`src/verilog/lsau_pkg.sv`:
```
// constants, types and helpers shared by the load/store address unit
package lsau_pkg;
    // ==========================================================
    // operand encodings
    typedef enum logic [1:0] {
        LSAU_WORD, LSAU_BYTE, LSAU_HALF, LSAU_DUAL
    } lsau_size_type;
    typedef enum logic [1:0] {
        LSAU_OFFSET, LSAU_PRE, LSAU_POST, LSAU_REGOFF
    } lsau_mode_type;
    // ==========================================================
    // register numbers and limits
    localparam logic [3:0] LSAU_SP = 4'hd;
    localparam logic [3:0] LSAU_PC = 4'hf;
    localparam logic [11:0] LSAU_OFS_MAX = 12'hfff;
    localparam logic [11:0] LSAU_IDX_MAX = 12'h0ff;
    localparam logic [11:0] LSAU_DUAL_MAX = 12'h3fc;
    localparam logic [11:0] LSAU_UNPRIV_MAX = 12'h0ff;
    localparam logic [1:0] LSAU_DUAL_ALIGN = 2'h3;
    localparam logic [31:0] LSAU_WORD_STEP = 32'h0000_0004;
    localparam logic [31:0] LSAU_BRANCH_MASK = 32'hffff_fffe;
    localparam logic [3:0] LSAU_COND_AL = 4'he;
    // ==========================================================
    // condition check against n z c v
    function automatic logic lsau_cond_pass(input logic [3:0] cond,
                                            input logic [3:0] f);
        logic n, z, c, v, r;
        n = f[3];
        z = f[2];
        c = f[1];
        v = f[0];
        case (cond[3:1])
            3'h0: r = z;
            3'h1: r = c;
            3'h2: r = n;
            3'h3: r = v;
            3'h4: r = c & ~z;
            3'h5: r = n == v;
            3'h6: r = ~z & (n == v);
            default: r = 1'b1;
        endcase
        // odd codes invert, except the always code family
        if (cond[0] && cond[3:1] != 3'h7) begin
            r = ~r;
        end
        return r;
    endfunction
endpackage

```
`src/verilog/lsau_core.sv`:
```
// load/store address unit: address forming, write-back, load extension
`timescale 1ns/10ps
module lsau_core #(
    parameter int IMM_W = 12
) (
    input wire logic mclk,
    input wire logic resetn,
    input wire logic op_valid,
    output logic op_ready,
    input wire logic op_load,
    input wire lsau_pkg::lsau_size_type op_size,
    input wire logic op_signed,
    input wire lsau_pkg::lsau_mode_type op_mode,
    input wire logic op_unpriv,
    input wire logic op_sub,
    input wire logic [IMM_W-1:0] op_imm,
    input wire logic [1:0] left_shift_amount,
    input wire logic [3:0] op_cond,
    input wire logic [3:0] apsr_nzcv,
    input wire logic [3:0] transfer_reg,
    input wire logic [3:0] second_transfer_reg,
    input wire logic [3:0] base_reg,
    input wire logic [3:0] index_reg,
    input wire logic [31:0] base_val,
    input wire logic [31:0] index_val,
    input wire logic [31:0] store_val,
    input wire logic [31:0] store_val2,
    output logic mem_req,
    output logic mem_write,
    output lsau_pkg::lsau_size_type mem_size,
    output logic mem_unpriv,
    output logic [31:0] mem_addr,
    output logic [31:0] mem_wdata,
    input wire logic mem_ack,
    input wire logic [31:0] mem_rdata,
    output logic rf_we,
    output logic [3:0] rf_waddr,
    output logic [31:0] rf_wdata,
    output logic wb_we,
    output logic [3:0] wb_reg,
    output logic [31:0] wb_data,
    output logic branch_valid,
    output logic [31:0] branch_target,
    output logic flags_we,
    output logic op_fault,
    output logic op_done
);
    if (IMM_W != 12) begin : g_bad
        $error("lsau_core: IMM_W must be 12");
    end

    typedef enum logic [1:0] {ST_IDLE, ST_FIRST, ST_SECOND} lsau_st_type;

    logic rst_s1_q, rst_s2_q;
    lsau_st_type st_q;
    logic accept, cond_ok, bad, wback, pc_load;
    logic [31:0] ofs, idx_sum, acc_addr, ext_val;
    logic load_q, signed_q;
    lsau_pkg::lsau_size_type size_q;
    logic [3:0] rt2_q;
    logic [31:0] wdata2_q;

    // ==========================================================
    // reset release through two flops
    always_ff @(posedge mclk or negedge resetn) begin
        if (!resetn) begin
            rst_s1_q <= 1'b0;
            rst_s2_q <= 1'b0;
        end else begin
            rst_s1_q <= 1'b1;
            rst_s2_q <= rst_s1_q;
        end
    end

    // ==========================================================
    // address forming
    assign op_ready = st_q == ST_IDLE;
    assign accept = op_valid && op_ready;
    assign cond_ok = lsau_pkg::lsau_cond_pass(op_cond, apsr_nzcv);
    assign wback = op_mode == lsau_pkg::LSAU_PRE ||
                   op_mode == lsau_pkg::LSAU_POST;
    // zero immediate leaves base as is
    assign ofs = op_mode == lsau_pkg::LSAU_REGOFF ?
                 index_val << left_shift_amount :
                 {20'h0_0000, op_imm};
    assign idx_sum = op_sub && op_mode != lsau_pkg::LSAU_REGOFF ?
                     base_val - ofs : base_val + ofs;
    assign acc_addr = op_mode == lsau_pkg::LSAU_POST ? base_val : idx_sum;
    assign pc_load = op_load && transfer_reg == lsau_pkg::LSAU_PC &&
                     op_size == lsau_pkg::LSAU_WORD;
    // flags are never written by this unit
    assign flags_we = 1'b0;

    // ==========================================================
    // operand checks; an offending operation is refused outright
    always_comb begin
        bad = 1'b0;
        if (op_mode != lsau_pkg::LSAU_REGOFF) begin
            if (op_size == lsau_pkg::LSAU_DUAL) begin
                bad = op_imm > lsau_pkg::LSAU_DUAL_MAX ||
                      (op_imm[1:0] & lsau_pkg::LSAU_DUAL_ALIGN) != 2'h0;
            end else if (op_mode != lsau_pkg::LSAU_OFFSET || op_sub) begin
                bad = op_imm > lsau_pkg::LSAU_IDX_MAX;
            end
        end
        if (op_unpriv && (op_mode != lsau_pkg::LSAU_OFFSET || op_sub ||
                          op_imm > lsau_pkg::LSAU_UNPRIV_MAX)) begin
            bad = 1'b1;
        end
        if (op_signed && !op_load) begin
            bad = 1'b1;
        end
        if ((transfer_reg == lsau_pkg::LSAU_SP ||
             transfer_reg == lsau_pkg::LSAU_PC) &&
            op_size != lsau_pkg::LSAU_WORD) begin
            bad = 1'b1;
        end
        if (!op_load && (transfer_reg == lsau_pkg::LSAU_PC ||
                         base_reg == lsau_pkg::LSAU_PC)) begin
            bad = 1'b1;
        end
        if (op_size == lsau_pkg::LSAU_DUAL && (op_load &&
            transfer_reg == second_transfer_reg)) begin
            bad = 1'b1;
        end
        if (wback && (base_reg == transfer_reg ||
            (op_size == lsau_pkg::LSAU_DUAL &&
             base_reg == second_transfer_reg))) begin
            bad = 1'b1;
        end
        if (op_mode == lsau_pkg::LSAU_REGOFF &&
            (index_reg == lsau_pkg::LSAU_SP ||
             index_reg == lsau_pkg::LSAU_PC ||
             base_reg == lsau_pkg::LSAU_PC ||
             op_size == lsau_pkg::LSAU_DUAL)) begin
            bad = 1'b1;
        end
    end

    // ==========================================================
    // sequencer: one request, or two for a dual transfer
    always_ff @(posedge mclk or negedge rst_s2_q) begin
        if (!rst_s2_q) begin
            st_q <= ST_IDLE;
        end else begin
            case (st_q)
                ST_IDLE: begin
                    if (accept && cond_ok && !bad) begin
                        st_q <= ST_FIRST;
                    end
                end
                ST_FIRST: begin
                    if (mem_ack) begin
                        st_q <= size_q == lsau_pkg::LSAU_DUAL ?
                                ST_SECOND : ST_IDLE;
                    end
                end
                ST_SECOND: begin
                    if (mem_ack) begin
                        st_q <= ST_IDLE;
                    end
                end
                default: st_q <= ST_IDLE;
            endcase
        end
    end

    // ==========================================================
    // memory request and latched operation
    always_ff @(posedge mclk or negedge rst_s2_q) begin
        if (!rst_s2_q) begin
            mem_req <= 1'b0;
            mem_write <= 1'b0;
            mem_size <= lsau_pkg::LSAU_WORD;
            mem_unpriv <= 1'b0;
            mem_addr <= 32'h0000_0000;
            mem_wdata <= 32'h0000_0000;
            load_q <= 1'b0;
            signed_q <= 1'b0;
            size_q <= lsau_pkg::LSAU_WORD;
            rt2_q <= 4'h0;
            wdata2_q <= 32'h0000_0000;
        end else if (st_q == ST_IDLE) begin
            mem_req <= accept && cond_ok && !bad;
            if (accept) begin
                mem_write <= !op_load;
                mem_size <= op_size;
                mem_unpriv <= op_unpriv;
                mem_addr <= acc_addr;
                // only the low lanes of narrow stores carry data
                case (op_size)
                    lsau_pkg::LSAU_BYTE:
                        mem_wdata <= {24'h00_0000, store_val[7:0]};
                    lsau_pkg::LSAU_HALF:
                        mem_wdata <= {16'h0000, store_val[15:0]};
                    default: mem_wdata <= store_val;
                endcase
                load_q <= op_load;
                signed_q <= op_signed;
                size_q <= op_size;
                rt2_q <= second_transfer_reg;
                wdata2_q <= store_val2;
            end
        end else if (mem_ack) begin
            // second word follows four bytes above the first
            mem_req <= st_q == ST_FIRST && size_q == lsau_pkg::LSAU_DUAL;
            mem_addr <= mem_addr + lsau_pkg::LSAU_WORD_STEP;
            mem_wdata <= wdata2_q;
        end
    end

    lsau_extend u_extend (
        .raw(mem_rdata),
        .size(size_q),
        .sign_ext(signed_q),
        .value(ext_val)
    );

    // ==========================================================
    // register file and branch results
    logic [3:0] rt_q;
    logic wb_pend_q, pc_pend_q;
    logic [31:0] wb_val_q;
    always_ff @(posedge mclk or negedge rst_s2_q) begin
        if (!rst_s2_q) begin
            rf_we <= 1'b0;
            rf_waddr <= 4'h0;
            rf_wdata <= 32'h0000_0000;
            rt_q <= 4'h0;
            wb_pend_q <= 1'b0;
            pc_pend_q <= 1'b0;
            wb_val_q <= 32'h0000_0000;
            wb_we <= 1'b0;
            wb_reg <= 4'h0;
            wb_data <= 32'h0000_0000;
            branch_valid <= 1'b0;
            branch_target <= 32'h0000_0000;
            op_fault <= 1'b0;
            op_done <= 1'b0;
        end else begin
            rf_we <= 1'b0;
            wb_we <= 1'b0;
            branch_valid <= 1'b0;
            op_fault <= accept && cond_ok && bad;
            op_done <= accept && !(cond_ok && !bad);
            if (accept) begin
                rt_q <= transfer_reg;
                wb_pend_q <= wback;
                pc_pend_q <= pc_load;
                wb_reg <= base_reg;
                wb_val_q <= idx_sum;
            end
            if (st_q != ST_IDLE && mem_ack) begin
                rf_we <= load_q && !(pc_pend_q && st_q == ST_FIRST);
                rf_waddr <= st_q == ST_SECOND ? rt2_q : rt_q;
                rf_wdata <= ext_val;
                if (st_q == ST_SECOND || size_q != lsau_pkg::LSAU_DUAL) begin
                    op_done <= 1'b1;
                    wb_we <= wb_pend_q;
                    wb_data <= wb_val_q;
                    branch_valid <= pc_pend_q;
                    branch_target <= mem_rdata &
                                     lsau_pkg::LSAU_BRANCH_MASK;
                end
            end
        end
    end
endmodule // lsau_core

```
`src/verilog/lsau_extend.sv`:
```
// load data extender: zero or sign extension of bytes and halfwords
`timescale 1ns/10ps
module lsau_extend (
    input wire logic [31:0] raw,
    input wire lsau_pkg::lsau_size_type size,
    input wire logic sign_ext,
    output logic [31:0] value
);
    // ==========================================================
    // extension by access size
    always_comb begin
        case (size)
            lsau_pkg::LSAU_BYTE: value = {{24{sign_ext & raw[7]}}, raw[7:0]};
            lsau_pkg::LSAU_HALF:
                value = {{16{sign_ext & raw[15]}}, raw[15:0]};
            default: value = raw;
        endcase
    end
endmodule // lsau_extend

```
`config.mk`:
```
export PLATFORM = sky130hd
export DESIGN_NAME = lsau_core
export DESIGN_NICKNAME = d
export VERILOG_FILES = /design/src/verilog/lsau_pkg.sv /design/src/verilog/lsau_core.sv /design/src/verilog/lsau_extend.sv
export SDC_FILE = /design/constraint.sdc
export NUM_CORES = 1
export LEC_CHECK = 0
export ABC_AREA = 0
export BUFFER_PORTS_ARGS = -buffer_cell sky130_fd_sc_hd__buf_2
export CAP_MARGIN = 20
export CORE_ASPECT_RATIO = 1.1
export CORE_MARGIN = 1
export CORE_UTILIZATION = 58
export CTS_BUF_LIST = sky130_fd_sc_hd__clkbuf_16
export DETAILED_ROUTE_END_ITERATION = 10
export HOLD_SLACK_MARGIN = 0.1
export PLACE_DENSITY = 0.95
export SETUP_SLACK_MARGIN = 0.05
export SLEW_MARGIN = 10
export SYNTH_ARGS = -nofsm -noshare
export SYNTH_HDL_FRONTEND = slang
export SYNTH_SLANG_ARGS = --single-unit
```
`constraint.sdc`:
```
create_clock -name mclk -period 11.6 [get_ports mclk]
set_clock_uncertainty 0.1 [all_clocks]
set_input_delay 2.32 -clock mclk [delete_from_list [all_inputs] [get_ports mclk]]
set_output_delay 2.32 -clock mclk [all_outputs]
set_load 0.01 [all_outputs]
```
==> results of run 1 <==
==> worst max path at each step <==
| stage | startpoint | endpoint | slack [ns] |
|---|---|---|---|
| finish | op_mode[1] | mem_addr[27] | 4.37 |
| global route | op_mode[1] | mem_addr[27] | 4.06 |
| CTS | left_shift_amount[0] | mem_addr[27] | 4.33 |
| detailed placement | left_shift_amount[0] | mem_addr[29] | 3.81 |
| global placement | left_shift_amount[0] | mem_addr[29] | 3.92 |
| floorplan | rst_s2_q | branch_target[10] | 3.81 |
==> cell usage after synthesis (all sizes together) (4+ instances only) <==
cell,n,area (um^2)
mux2i,36,360.4
nand3,40,212.7
o21bai,4,33.78
buf,32,188.9
or2,9,56.31
and2,14,92.60
mux2,72,822.0
o22ai,16,100.1
clkbuf,71,266.5
a21oi,142,710.7
o31ai,13,116.4
nor4,5,43.79
a31oi,20,125.1
o21a,10,75.07
xor2,38,332.8
nor2b,22,140.1
or3,5,31.28
a211oi,19,142.6
o21ai,128,644.4
nand2,372,1396
mux4,5,112.6
nor3b,19,142.6
ha,41,513.0
nor3,21,110.1
dfrtp,257,6431
nand3b,7,52.55
nor2,114,430.4
a21o,11,82.58
nand2b,9,63.81
and3,13,81.33
a22oi,4,30.03
a311oi,4,35.03
o211ai,10,80.07
xnor2,24,210.2
nand4,11,75.07
inv,32,120.1
==> cell families (layout without fill, tap and decap cells) <==
kind of cell | count (synthesis) | after routing | synth area share [%]
xor+xnor | 63 | 63 | 3.776
fa+ha+maj | 42 | 42 | 3.551
compound gates | 422 | 422 | 17.17
simple gates | 670 | 670 | 20.12
other cells | 2 | 9 | 0.05003
flops | 257 | 257 | 42.84
mux | 113 | 113 | 8.627
buf+inv | 136 | 481 | 3.859
==> worst max-delay path, delay by kind of cell <==
| kind | cells | cell delay, ns |
|---|---|---|
| buffers and inverters | 3 | 1.04 |
| AND/OR/NAND/NOR | 5 | 0.93 |
| AO/OA/AOI/OAI | 12 | 2.67 |
| adder cells (fa/ha/maj) | 2 | 0.56 |
==> final cells by class <==
class | count | area, um^2
multi-input cells | 1313 | 8024
repair buffers | 401 | 2057
inverters | 33 | 123.9
flip-flops and latches | 257 | 6435
clock buffers | 26 | 650.6
diodes | 6 | 15.01
well taps | 346 | 432.9
fillers | 1940 | 7367
clock inverters | 21 | 234.0
==> routing by layer <==
layer,GRT usage (%),vias up
li1,-,6611
met3,7.497,194
met5,0,-
met2,56.79,824
met1,40.10,6870
met4,21.14,0
==> power by group through the flow <==
stage | registers [mW] | clock network, mW | logic, mW
2_1_floorplan | 1.47 | 0 | 0.566
3_3_place_gp | 1.36 | 0 | 1.13
3_5_place_dp | 1.38 | 0 | 1.17
4_1_cts | 1.37 | 0.872 | 1.18
5_1_grt | 1.40 | 0.903 | 1.29
6_report | 1.37 | 0.860 | 1.19
==> results.json, run 1 <==
{
  "cts_setup_buffers": 0,
  "cts_sinks": 257,
  "drt_pass1_iterations": 7,
  "p_leak_nw": 8.693,
  "final_cell_mix": "buf_2 (386), nand2_1 (370), dfrtp_1 (256), a21oi_1 (142), o21ai_0 (121)",
  "num_vias": 14499,
  "finalHoldViolations": 0,
  "hp-class": "flip-flop to flip-flop",
  "period_needed_ns": 7.227,
  "finalCritPeriodShare_pct": 62.30,
  "ctsLongestPathBuffers": 3,
  "grt_setup_unrepaired": "no",
  "io_buffers": 386,
  "min_path_cells": 0,
  "syn_inst": 1705,
  "final_nets": 2284,
  "place_hpwl_um": 34730,
  "p_switching_mw": 1.242,
  "p_per_area_nw_per_um2": 190.2,
  "synth_ff_type": "dfrtp_1",
  "die_h_um": 170.7,
  "finalSetupViolations": 0,
  "core_area_um2": 25340,
  "synth_edf_count": 0,
  "min_to": "rst_s2_q",
  "power.share.clock_pct": 25.2,
  "overflow": 0,
  "start_util_pct": 59.24,
  "worst-r2r-cell-count": 8,
  "clkSlewWorstSetupHoldPaths_ns": 0.07,
  "final_util_pct": 70.93,
  "grt_usage_pct": 34.05,
  "ys_types": 94,
  "p_int_mw": 2.177,
  "finalWirelength_um": 47000,
  "synth_seq_cells": 257,
  "h-tree-depth": 1,
  "fmax_ghz": 0.1384,
  "pre_cts_ws_ns": 3.811,
  "cap_violations": 0,
  "timing.rr.start": "st_q[1]",
  "r2r_slack_ns": 7.64,
  "antenna_found_initial": 5,
  "dp.cells": 2349,
  "dieWidth_um": 155.4,
  "netSwitchingFraction_pct": 36.33,
  "layout-drive-gt1-share_pct": 27.11,
  "tightest_slew_ns": 0.9787,
  "highest_layer": "met4",
  "stdcell_count": 2403,
  "fp-row-count": 61,
  "min_from": "rst_s1_q",
  "setup_ws_ns": 4.373,
  "synthArstFlopShare_pct": 100.0,
  "cp_cell_sequence": "buf_2, ha_2, buf_4, clkinv_1, a2bb2oi_1, o21a_1, o2111a_2, and2_1, nand3_1, nand3b_1, o21ai_0, a22oi_1, ha_1, a21oi_1, o21a_1, o31ai_1, and2_1, a31oi_1, o211ai_1, a41oi_2, nand2_1, a211oi_1",
  "seqPwrFrac_pct": 40.1,
  "cp_max_fo": 53,
  "max_slew_margin_pct": 34.76,
  "post_dp_cell_area_um2": 17050,
  "detail-route-antenna-nets": 0,
  "cp_slowest_cell": "clkinv_1",
  "required_ns": 11.91,
  "cts_tree": "yes",
  "ios": 390,
  "drt-met1-wl_um": 17440,
  "cts_resized": 0,
  "cts_hold_buf": 0,
  "hold_slack_ns": 0.2585,
  "die-area_um2": 26530,
  "routedWlPerCell_um": 19.56,
  "drv_slew": 0,
  "via_per_inst": 6.034,
  "drc": 0,
  "startpoint_type": "input pin",
  "met2_length_um": 21980,
  "grt_pass1_vias": 13568,
  "peakVddDrop_uv": 105.5,
  "crit_path_max_incr_delay_ns": 0.47,
  "avgSynthCellArea_um2": 8.804,
  "critical_path_class": "input pin to flip-flop",
  "gp_congestion": 0.9516,
  "tns_ns": 0,
  "drtIter0Drc": 1166,
  "worstPathArrival_ns": 7.54,
  "final_common_cell": "buf_2",
  "yosysWarnings": 0,
  "routed-wl-met3_um": 4514,
  "clock_latency_ns": 0.54,
  "syn2layout_area_growth_pct": 19.73,
  "syn_area_um2": 15010,
  "cts_inserted_buffers": 26,
  "grt_start_max_net_pins": 89,
  "timing.rr.end": "rf_wdata[22]",
  "comb_power_share_pct": 34.8,
  "run_status": "completed",
  "timing.critical_path.to_type": "flip-flop",
  "root_buffer": "clkbuf_16",
  "design_area_um2": 17970,
  "yosysSeqAreaShare_pct": 42.84,
  "p_total_mw": 3.419,
  "grt_pass1_wl_um": 70900
}
Note: power is estimated with default switching activity, not from simulation.
==> run 2, diff against run 1 <==
Settings changed: ABC_AREA 0 to 1, CORE_UTILIZATION 58 to 54, PLACE_DENSITY 0.95 to 0.91.
Clock period 11.6 ns to 7.4 ns, I/O delays scaled along.
==> results.json, run 2 <==
{
  "grt_pass1_wl_um": 75080,
  "period_needed_ns": 5.623,
  "cts_inserted_buffers": 27,
  "worstPathArrival_ns": 5.96,
  "h-tree-depth": 1,
  "synthArstFlopShare_pct": 100.0,
  "layout-drive-gt1-share_pct": 23.81,
  "cp-startpoint": "left_shift_amount[0]",
  "run_status": "completed",
  "cap_violations": 0,
  "die_h_um": 176.7,
  "gp_congestion": 0.9700,
  "overflow": 0,
  "die-area_um2": 28400,
  "ios": 390,
  "tns_ns": 0,
  "drc": 0,
  "finalSetupViolations": 0,
  "yosysTopAreaCell": "dfrtp_1",
  "drt_pass1_iterations": 7,
  "detail-route-antenna-nets": 0,
  "yosysSeqAreaShare_pct": 42.95,
  "clkSlewWorstSetupHoldPaths_ns": 0.06,
  "p_leak_nw": 9.464,
  "tightest_slew_ns": 1.122,
  "drv_slew": 0,
  "grt_usage_pct": 33.58,
  "final_util_pct": 66.71,
  "pre_cts_ws_ns": 1.321,
  "yosysTopAreaCellShare_pct": 42.95,
  "hold_slack_ns": 0.2562,
  "synth_ff_type": "dfrtp_1",
  "finalHoldViolations": 0,
  "p_total_mw": 5.409,
  "root_buffer": "clkbuf_16",
  "final_cell_mix": "nand2_1 (608), buf_2 (386), dfrtp_1 (256), nor2_1 (187), inv_1 (149)",
  "syn_inst": 1970,
  "cts_resized": 0,
  "ys_types": 52,
  "place_hpwl_um": 35790,
  "ys_top_cells_by_count": "nand2_1 (610), dfrtp_1 (257), nor2_1 (190), inv_1 (148), o21ai_0 (115)",
  "clock_latency_ns": 0.55,
  "critical_path_class": "input pin to flip-flop",
  "synth_seq_cells": 257,
  "grt_pass1_vias": 14641,
  "antenna_found_initial": 4,
  "dieWidth_um": 160.8,
  "yosysWarnings": 0,
  "cts_setup_buffers": 0,
  "cts_sinks": 257,
  "avgSynthCellArea_um2": 7.601,
  "startpoint_type": "input pin",
  "finalWirelength_um": 48940,
  "max_slew_margin_pct": 25.18,
  "hp-class": "flip-flop to flip-flop",
  "fp-row-count": 63,
  "grt_setup_unrepaired": "no",
  "syn_area_um2": 14970,
  "ctsLongestPathBuffers": 3,
  "drtIter0Drc": 1461,
  "timing.rr.start": "st_q[0]",
  "grt_start_max_net_pins": 193,
  "synth_edf_count": 0,
  "peakVddDrop_uv": 269.9,
  "timing.critical_path.to_type": "flip-flop",
  "finalCritPeriodShare_pct": 75.99,
  "num_vias": 15390,
  "cp_max_fo": 34,
  "via_per_inst": 5.713,
  "final_nets": 2562,
  "fmax_ghz": 0.1778,
  "synth.most_common_cell": "nand2_1",
  "setup_ws_ns": 1.777,
  "syn2layout_area_growth_pct": 20.81,
  "ys_top_cells_by_area": "dfrtp_1 (43%), nand2_1 (15%), nor2_1 (4.8%)",
  "routedWlPerCell_um": 18.17,
  "io_buffers": 386,
  "final_common_cell": "nand2_1",
  "min_from": "rst_s1_q",
  "start_util_pct": 55.22,
  "core_area_um2": 27120,
  "required_ns": 7.74,
  "cts_hold_buf": 0,
  "cts_tree": "yes",
  "p_per_area_nw_per_um2": 299.0
}
-- run 2: where the power goes --
part / internal (mW) / leakage (nW) / switching (mW)
Clock: 0.852 / 0.465 / 0.600
Sequential: 1.83 / 3.08 / 0.301
Combinational: 0.707 / 5.92 / 1.12
Total: 3.39 / 9.46 / 2.02
-- run 2: final cells by class --
class                           instances  area, um^2
Antenna cell                            6       15.01
Clock buffer                           27       675.6
Clock inverter                         23       272.8
Fill cell                            2184        9026
Inverter                              163       611.8
Multi-Input combinational cell       1465        7581
Sequential cell                       257        6435
Tap cell                              357       446.7
Timing Repair Buffer                  396        2052
-- run 2: worst paths after layout --
kind / slack (ns) / cells after the start / end
worst max-delay path: 1.78 / 28 / mem_addr[24]
worst min-delay path: 0.26 / 0 / rst_s2_q
worst max register to register: 4.26 / 6 / branch_target[31]
worst min register to register: 0.26 / 0 / rst_s2_q
max in group asynchronous: 5.29 / 1 / mem_addr[19]
min in group asynchronous: 0.34 / 0 / rf_wdata[2]
-- run 2: cell families after synthesis --
family | after synthesis | synth area share, %
flops | 257 | 42.95
compound gates | 348 | 13.38
mux | 54 | 4.061
other cells | 2 | 0.05015
xor+xnor | 45 | 2.632
simple gates | 973 | 26.74
buf+inv | 249 | 6.634
fa+ha+maj | 42 | 3.559
-- run 2: critical path, cell delays in order --
cell	delay [ns]
buf_2	0.42
inv_2	0.34
nand2_1	0.18
nand2_1	0.07
nand2_1	0.06
nand3_1	0.14
nor2_2	0.18
nand3_4	0.13
nor2_4	0.19
nand2_2	0.09
nor2_2	0.12
inv_2	0.06
nor2_1	0.13
nor2_1	0.08
xor2_1	0.17
ha_1	0.37
nand2_1	0.09
nor2_1	0.10
inv_1	0.06
nor3_1	0.27
a21oi_1	0.16
o21ai_0	0.22
xor2_1	0.34
o21ai_0	0.15
nand2_1	0.15
nand2_1	0.08
nand2_1	0.06
nand2_1	0.05
-- run 2: layer usage --
metal / wire, um / vias to the layer above / GRT usage (%)
met4: 3644 / 0 / 22.56
met5: 0 / - / 0
met1: 18360 / 7240 / 39.68
met2: 23260 / 814 / 57.12
met3: 3676 / 193 / 4.733
li1: - / 7143 / -
-- run 2: metrics by stage --
stage | instances | cell area, um^2
floorplan | 1971 | 14980
CTS | 2686 | 18030
global route | 2692 | 18080
finish | 2694 | 18090
detailed placement | 2636 | 17080
global placement | 2636 | 17080
